===== src/core/iod_pkg.sv =====
// package: map, opcodes and reserved-address decode for the i/o space decoder
package iod_pkg;

	// address map, data-space view
	localparam logic [7:0] IO_DATA_OFS    = 8'h20;
	localparam logic [7:0] EXT_DATA_FIRST = 8'h60;
	localparam int         BIT_ADDR_MSB   = 5;
	localparam int         PORT_ADDR_W    = 6;

	// core register i/o addresses
	localparam logic [7:0] SCRATCH_REG_1_IO  = 8'h2A;
	localparam logic [7:0] SCRATCH_REG_2_IO  = 8'h2B;
	localparam logic [7:0] STACK_PTR_LOW_IO  = 8'h3D;
	localparam logic [7:0] STACK_PTR_HIGH_IO = 8'h3E;
	localparam logic [7:0] CORE_FLAGS_REG_IO = 8'h3F;

	// core register storage
	localparam int         NUM_CORE_REGS = 5;
	localparam logic [2:0] IDX_SCRATCH_1 = 3'h0;
	localparam logic [2:0] IDX_SCRATCH_2 = 3'h1;
	localparam logic [2:0] IDX_SP_LOW    = 3'h2;
	localparam logic [2:0] IDX_SP_HIGH   = 3'h3;
	localparam logic [2:0] IDX_FLAGS     = 3'h4;
	localparam logic [7:0] CORE_REG_RST  = 8'h00;
	localparam logic [7:0] RSV_READ_VAL  = 8'h00;

	// access kinds; direct and displacement memory forms decode as the plain ones
	typedef enum logic [2:0] {
		PORT_READ_OP     = 3'h0,
		PORT_WRITE_OP    = 3'h1,
		MEM_READ_OP      = 3'h2,
		MEM_WRITE_OP     = 3'h3,
		BIT_SET_OP       = 3'h4,
		BIT_CLEAR_OP     = 3'h5,
		SKIP_IF_BIT_ONE  = 3'h6,
		SKIP_IF_BIT_ZERO = 3'h7
	} iod_op_e;

	typedef enum logic [2:0] {
		S_IDLE  = 3'b001,
		S_READ  = 3'b010,
		S_WRITE = 3'b100
	} iod_state_e;

	// reserved locations, by data address 0x20..0xFF
	function automatic logic iod_is_reserved(input logic [7:0] da);
		iod_is_reserved = da inside {[8'h2C:8'h34], [8'h38:8'h3A], 8'h49, 8'h4F, 8'h52,
			8'h56, [8'h58:8'h5C], 8'h62, 8'h63, 8'h65, 8'h67, 8'h6A, 8'h71, 8'h72,
			[8'h74:8'h77], 8'h7D, 8'h83, [8'h8C:8'hAF], 8'hB5, 8'hB7, 8'hBE, 8'hBF,
			8'hC3, 8'hC7, 8'hCB, [8'hCF:8'hFF]};
	endfunction

endpackage


===== src/core/iod_core_regs.sv =====
// core register file: scratch, stack pointer and core flags
`timescale 1ns/1ps
`default_nettype none
module iod_core_regs
	import iod_pkg::*;
(
	// clock and reset
	input  wire logic       mclk_i,
	input  wire logic       reset_n_i,
	// access from the decoder
	input  wire logic       wr_en_i,
	input  wire logic [2:0] idx_i,
	input  wire logic [7:0] wdata_i,
	output logic      [7:0] rdata_o,
	// core side
	input  wire logic       flags_upd_i,
	input  wire logic [7:0] flags_i,
	output logic      [15:0] sp_o,
	output logic      [7:0] flags_o
);

	logic [7:0] regs_ff [NUM_CORE_REGS];

	generate
		for (genvar g = 0; g < NUM_CORE_REGS; g++) begin : g_reg
			// a software write beats a same-cycle flag update from the alu
			wire logic hit = wr_en_i && (idx_i == 3'(g));
			wire logic upd = flags_upd_i && (3'(g) == IDX_FLAGS);
			always_ff @(posedge mclk_i or negedge reset_n_i) begin
				if (!reset_n_i)
					regs_ff[g] <= CORE_REG_RST;
				else if (hit)
					regs_ff[g] <= wdata_i; // see RQ10
				else if (upd)
					regs_ff[g] <= flags_i;
			end
		end
	endgenerate

	assign rdata_o = (idx_i < 3'(NUM_CORE_REGS)) ? regs_ff[idx_i] : RSV_READ_VAL;
	assign sp_o    = {regs_ff[IDX_SP_HIGH], regs_ff[IDX_SP_LOW]};
	assign flags_o = regs_ff[IDX_FLAGS];

endmodule
`default_nettype wire


===== src/core/iod_decoder.sv =====
// i/o space access decoder: routes core i/o and load/store accesses
`timescale 1ns/1ps
`default_nettype none
// Notes on behaviour
// RQ1: software writes zero to reserved bit positions of any register.
// RQ2: software never writes a reserved i/o address.
// RQ3: bit set and clear work on i/o addresses 0x00..0x1F only.
// RQ4: skip-if-bit-one and skip-if-bit-zero test any bit of low-region registers.
// RQ5: flags clear on a written one; a written zero leaves them unchanged.
// RQ6: bit set/clear reads the whole register, then writes all bits back.
// RQ7: port read and write use a six-bit field, i/o 0x00..0x3F.
// RQ8: load/store reach i/o registers at data address i/o plus 0x20.
// RQ9: extended region from 0x60 is reachable by load and store only.
// RQ10: scratch registers hold the last byte written and return it.
// RQ11: reserved addresses and bit positions read as zero.
module iod_decoder
	import iod_pkg::*;
(
	// clock and reset
	input  wire logic       mclk_i,
	input  wire logic       reset_n_i,
	// core request
	input  wire logic       req_i,
	input  wire iod_op_e    op_i,
	input  wire logic [15:0] addr_i,
	input  wire logic [2:0] bit_i,
	input  wire logic [7:0] wdata_i,
	// core answer
	output logic            ready_o,
	output logic            done_o,
	output logic      [7:0] rdata_o,
	output logic            skip_o,
	output logic            err_o,
	// peripheral register bus
	output logic      [7:0] per_addr_o,
	output logic            per_rd_o,
	output logic            per_wr_o,
	output logic      [7:0] per_wdata_o,
	input  wire logic [7:0] per_rdata_i,
	// core state
	input  wire logic       flags_upd_i,
	input  wire logic [7:0] flags_i,
	output logic      [15:0] sp_o,
	output logic      [7:0] flags_o
);

	////////////////////////////////////////////////////////////////////////////////
	// request classification

	iod_state_e state_ff;
	iod_state_e nxt_state;
	iod_op_e    op_ff;
	logic [7:0] da_ff;
	logic [2:0] bit_ff;
	logic [7:0] wdata_ff;
	logic       done_ff;
	logic [7:0] rdata_ff;
	logic       skip_ff;
	logic       err_ff;

	wire logic       accept   = req_i && ready_o;
	wire logic       is_bit   = op_i inside {BIT_SET_OP, BIT_CLEAR_OP,
		SKIP_IF_BIT_ONE, SKIP_IF_BIT_ZERO};
	wire logic       is_mem   = op_i inside {MEM_READ_OP, MEM_WRITE_OP};
	wire logic       is_wr    = op_i inside {PORT_WRITE_OP, MEM_WRITE_OP};
	// port ops carry only six address bits, so they cannot reach 0x60 and up
	wire logic [7:0] port_da  = {2'b00, addr_i[PORT_ADDR_W-1:0]} + IO_DATA_OFS; // see RQ7
	wire logic [7:0] addr_lo  = addr_i[7:0];
	wire logic       mem_io   = (addr_i[15:8] == 8'h00) && (addr_lo >= IO_DATA_OFS); // see RQ9
	wire logic [7:0] req_da   = is_mem ? addr_lo : port_da; // see RQ8
	wire logic       req_bad  = is_bit ? addr_i[BIT_ADDR_MSB] : (is_mem && !mem_io); // see RQ3

	////////////////////////////////////////////////////////////////////////////////
	// target decode of the latched access

	wire logic [7:0] io_ofs   = da_ff - IO_DATA_OFS;
	wire logic       int_hit  = io_ofs inside {SCRATCH_REG_1_IO, SCRATCH_REG_2_IO,
		STACK_PTR_LOW_IO, STACK_PTR_HIGH_IO, CORE_FLAGS_REG_IO};
	wire logic [2:0] int_idx  = (io_ofs == SCRATCH_REG_1_IO)  ? IDX_SCRATCH_1 :
	                            (io_ofs == SCRATCH_REG_2_IO)  ? IDX_SCRATCH_2 :
	                            (io_ofs == STACK_PTR_LOW_IO)  ? IDX_SP_LOW :
	                            (io_ofs == STACK_PTR_HIGH_IO) ? IDX_SP_HIGH : IDX_FLAGS;
	wire logic       rsv_hit  = iod_is_reserved(da_ff);
	wire logic       ext_hit  = !int_hit && !rsv_hit;
	wire logic       is_rmw   = op_ff inside {BIT_SET_OP, BIT_CLEAR_OP};
	wire logic [7:0] bit_mask = 8'(8'h01 << bit_ff);
	logic [7:0] core_rdata;
	wire logic [7:0] rd_val   = int_hit ? core_rdata :
	                            rsv_hit ? RSV_READ_VAL : per_rdata_i; // see RQ11
	// the whole byte goes back, so set one-to-clear flags read as one get cleared
	wire logic [7:0] rmw_val  = (op_ff == BIT_SET_OP) ? (rd_val | bit_mask) :
	                                                    (rd_val & ~bit_mask); // see RQ6
	wire logic       sel_bit  = rd_val[bit_ff];
	wire logic       skip_val = (op_ff == SKIP_IF_BIT_ONE)  ? sel_bit :
	                            (op_ff == SKIP_IF_BIT_ZERO) ? !sel_bit : 1'b0; // see RQ4
	wire logic       in_read  = (state_ff == S_READ);
	wire logic       in_write = (state_ff == S_WRITE);

	assign ready_o     = (state_ff == S_IDLE);
	assign per_addr_o  = da_ff;
	assign per_rd_o    = in_read && ext_hit;
	// reserved locations never see a write strobe
	assign per_wr_o    = in_write && ext_hit; // see RQ2
	// written zeros stay zeros, so flags behind them are left alone
	assign per_wdata_o = wdata_ff; // see RQ5
	assign done_o      = done_ff;
	assign rdata_o     = rdata_ff;
	assign skip_o      = skip_ff;
	assign err_o       = err_ff;

	////////////////////////////////////////////////////////////////////////////////
	// sequencing

	always_comb begin
		nxt_state = state_ff;
		unique case (state_ff)
			S_IDLE: begin
				if (accept && !req_bad)
					nxt_state = is_wr ? S_WRITE : S_READ;
			end
			S_READ:  nxt_state = is_rmw ? S_WRITE : S_IDLE; // see RQ6
			S_WRITE: nxt_state = S_IDLE;
			default: nxt_state = S_IDLE;
		endcase
	end

	always_ff @(posedge mclk_i or negedge reset_n_i) begin
		if (!reset_n_i) begin
			state_ff <= S_IDLE;
			op_ff    <= PORT_READ_OP;
			da_ff    <= 8'h00;
			bit_ff   <= 3'h0;
		end else begin
			state_ff <= nxt_state;
			if (accept) begin
				op_ff  <= op_i;
				da_ff  <= req_da;
				bit_ff <= bit_i;
			end
		end
	end

	always_ff @(posedge mclk_i or negedge reset_n_i) begin
		if (!reset_n_i)
			wdata_ff <= 8'h00;
		else if (accept)
			wdata_ff <= wdata_i;
		else if (in_read && is_rmw)
			wdata_ff <= rmw_val;
	end

	always_ff @(posedge mclk_i or negedge reset_n_i) begin
		if (!reset_n_i) begin
			done_ff  <= 1'b0;
			rdata_ff <= 8'h00;
			skip_ff  <= 1'b0;
			err_ff   <= 1'b0;
		end else begin
			done_ff <= (in_read && !is_rmw) || in_write || (accept && req_bad);
			err_ff  <= accept && req_bad; // see RQ3
			skip_ff <= in_read && skip_val;
			if (in_read && !is_rmw)
				rdata_ff <= rd_val;
		end
	end

	iod_core_regs u_core_regs (
		.mclk_i      (mclk_i),
		.reset_n_i   (reset_n_i),
		.wr_en_i     (in_write && int_hit),
		.idx_i       (int_idx),
		.wdata_i     (wdata_ff),
		.rdata_o     (core_rdata),
		.flags_upd_i (flags_upd_i),
		.flags_i     (flags_i),
		.sp_o        (sp_o),
		.flags_o     (flags_o)
	);

	logic [7:0] shadow1_ff;
	always_ff @(posedge mclk_i or negedge reset_n_i) begin
		if (!reset_n_i)
			shadow1_ff <= CORE_REG_RST;
		else if (in_write && (io_ofs == SCRATCH_REG_1_IO))
			shadow1_ff <= wdata_ff;
	end
endmodule
`default_nettype wire


===== config.mk =====
export PLATFORM = sky130hd
export DESIGN_NAME = iod_decoder
export DESIGN_NICKNAME = d
export VERILOG_FILES = /design/src/core/iod_pkg.sv /design/src/core/iod_core_regs.sv /design/src/core/iod_decoder.sv
export SDC_FILE = /design/constraint.sdc
export NUM_CORES = 1
export LEC_CHECK = 0
export BUFFER_PORTS_ARGS = -buffer_cell sky130_fd_sc_hd__buf_4
export CORE_MARGIN = 2
export CORE_UTILIZATION = 55
export DETAILED_ROUTE_END_ITERATION = 7
export PLACE_DENSITY = 0.86
export REMOVE_ABC_BUFFERS = 1
export SLEW_MARGIN = 20
export SYNTH_ARGS = -nofsm -noshare
export SYNTH_HDL_FRONTEND = slang
export SYNTH_SLANG_ARGS = --single-unit
export TNS_END_PERCENT = 20

===== constraint.sdc =====
create_clock -name mclk_i -period 3 [get_ports mclk_i]
set_clock_uncertainty 0.05 [all_clocks]
set_input_delay 0.3 -clock mclk_i [delete_from_list [all_inputs] [get_ports mclk_i]]
set_output_delay 0.3 -clock mclk_i [all_outputs]
set_load 0.02 [all_outputs]

==> results.toml <==
[run_status]
status = "complete, no violations"

[timing]
final.setup.worst_slack_ps = 11.93
rsz0062_at_grt = "true"
setup_viol = 0
worst_pin_slew_ps = 966.1
fmax_ghz = 0.3347
hold_viol = 0
min_period_ps = 2988
relSlewSlack_pct = 35.59
drv_slew = 0
holdWs_ps = 16.95
setup_tns_ps = 0
period_share_pct = 99.60

[worst_setup_path]
start_kind = "flip-flop"
path_class = "flip-flop to output port"
crit_arrival_ps = 2640
setup.worst_path.end_class = "output port"
required_ps = 2650
r2r_cells = 9
crit_path_max_fanout = 4

[clock_network]
cts_tree = "yes"
clkSinkCount = 76
clockRootBuffer = "clkbuf_8"
clk_latency_ps = 350
clk_pin_slew_ps = 80
htree_levels = 3
clock_path_buffers = 2
cts_made_buffers = 9
cts-hold-fix-buffers = 0

[place]
io_buffers = 103
dpl_cell_area_um2 = 5176
dpl_worst_slack_ps = -155.0
dp_hpwl_mm = 8.603
place_congestion = 0.9177

[global_routing]
grt_usage_pct = 27.29
grt_max_degree = 77
grt_pass1_wl_mm = 18.76
gr-total-overflow = 0
grt_pass1_vias = 3803
antenna_found_initial = 0

[floorplanning]
die_y_um = 94.61
num_io_pins = 104
initial_core_util_pct = 55.80
fp-row-count = 33
core_um2 = 8093
dieArea_um2 = 8951
die_x_um = 94.61

[final_layout]
nNetsFinal = 595
antenna_cells = 0
syn_to_final_growth_pct = 20.01
final.fill_count = 657
stdcell_area_um2 = 5419
layout-drive-gt1-share_pct = 34.73
multi_input_area_um2 = 2281
regArea_um2 = 1909

[route]
m1WireLength_mm = 4.970
first_pass_iters = 5
wl_mm = 11.91
drt_iter0_drc = 218
met3_length_um = 903
vias = 3891
wl_per_cell_um = 18.27
antenna_left = 0
drc = 0
top_layer = "met4"
vias_per_cell = 5.968
route.met2.wl_mm = 5.820

[synthesis]
yosysSeqAreaShare_pct = 42.14
syn_area_per_cell_um2 = 9.669
ys_ff_latch = 76
synth_flop_cell = "dfrtp_1"
syn_area_um2 = 4516
netlist_instances = 467
yosys_warnings = 0
synth_cell_types = 67
synth_edf_count = 0
async_flop_share_pct = 100.0

[power_and_ir_drop]
clockPowerShare_pct = 21.3
pwr-share-comb_pct = 38.6
p_per_area_nw_per_um2 = 651.0
peakVddDrop_mv = 0.4352
p_int_mw = 2.135
net-switching-power_mw = 1.393
p_leak_nw = 2.542
sw_frac_of_total_pct = 39.48
p_seq_share_pct = 40.2
total_power_mw = 3.528

[flow_run]
drv_cap = 0

[worst_hold_path]
hp-class = "input pin to async pin"
[per-stage QoR]
step | cells | utilization [%]
global placement | 634 | 63.96
CTS | 652 | 66.70
finish | 652 | 66.96
global route | 652 | 66.96
detailed placement | 634 | 63.96
floorplan | 413 | -
[placed cells by master, fill, tap and decap left out, drive strengths merged, types with 3 or more instances in the layout]
master,n
nand3,5
and2,5
ha,3
nor4,5
nor4bb,3
nand3b,5
nor3,6
o22ai,8
a221oi,8
nand4b,3
nor2,27
mux2,32
nor3b,4
inv,5
o311ai,5
nor2b,13
a211oi,3
a21oi,30
nand2,68
xnor2,3
dfrtp,75
o22a,5
mux2i,14
clkbuf,13
buf,118
a21o,4
o21ai,29
nand2b,9
[critical path, stage by stage, from the launching register on]
cell and delay [ps]:
dfrtp_1 390, inv_1 160, ha_1 240, xor2_1 250, a211o_1 230, o311ai_4 120
nor4_4 280, inv_1 140, nor3b_2 270, buf_4 190
[flip-flops by register name, indices dropped and copies added (netlist names)]
signal and cells:
bit_ff 3, done_o 1, err_o 1, op_ff 3
per_addr_o 8, per_wdata_o 8, rdata_o 8, skip_o 1
state_ff 3, u_core_regs.flags_o 8, u_core_regs.regs_ff 16, u_core_regs.sp_o 16
[cells by family after synthesis]
| family | after synthesis | share of synthesized area, % |
|---|---|---|
| compound gates | 114 | 17.90 |
| fa+ha+maj | 3 | 0.8313 |
| flops | 76 | 42.14 |
| simple gates | 165 | 19.29 |
| mux | 46 | 11.08 |
| buf+inv | 59 | 7.980 |
| xor+xnor | 4 | 0.7760 |
[synth_stat cells, types with 5 or more instances]
library cell	n	share of area, %
mux2_2	32	8.0
nor2_1	25	2.1
inv_1	5	0.42
clkbuf_1	11	0.91
buf_2	9	1.0
nand2b_1	9	1.2
mux2i_1	14	3.1
dfrtp_1	75	42
nand2_1	68	5.7
nand3_1	5	0.55
nor3_1	6	0.67
nor2b_1	13	1.8
a221oi_2	5	1.7
o21ai_0	25	2.8
o22a_1	5	0.97
o22ai_1	8	1.1
nand3b_1	5	0.83
buf_4	28	4.7
a21oi_1	29	3.2
[power by group through the flow]
| stage | combinational, mW | clock, mW | sequential (mW) |
|---|---|---|---|
| 2_1_floorplan | 0.616 | 0 | 1.53 |
| 3_3_place_gp | 1.26 | 0 | 1.42 |
| 3_5_place_dp | 1.29 | 0 | 1.44 |
| 4_1_cts | 1.34 | 0.753 | 1.41 |
| 5_1_grt | 1.47 | 0.794 | 1.45 |
| 6_report | 1.36 | 0.750 | 1.42 |
[worst paths after layout]
path	slack (ps)	from	end
min in group mclk_i	80	bit_i[1]	bit_ff[1]$_DFFE_PN0P_
min reg2reg	450	op_ff[2]$_DFFE_PN0P_	op_ff[2]$_DFFE_PN0P_
max	10	per_addr_o[6]$_DFFE_PN0P_	per_wr_o
max in group asynchronous	2150	reset_n_i	per_addr_o[2]$_DFFE_PN0P_
min	20	reset_n_i	u_core_regs.sp_o[10]$_DFFE_PN0P_
max reg2reg	30	per_addr_o[3]$_DFFE_PN0P_	skip_o$_DFF_PN0_
[timing repair]
action / 4_1_cts / 5_1_grt
pin swaps: 1 / 1
hold endpoints to repair: 0 / 0
gates resized for setup: 8 / 3
setup buffers: 2 / 0
endpoints found under the setup margin: 6 / 5
[cell type report]
type,instances,area share [%]
clock buffers,13,3.117
clock inverters,3,0.3694
inverters,5,0.3463
multi-input cells,332,42.09
flip-flops and latches,76,35.23
well taps,105,2.424
repair buffers,118,16.42
[layer usage]
layer,up-vias,GRT usage [%]
met1,1886,36.13
met3,24,6.624
met2,177,44.15
met5,-,0
met4,0,9.058
li1,1804,-
(Power assumes the default switching activity.)
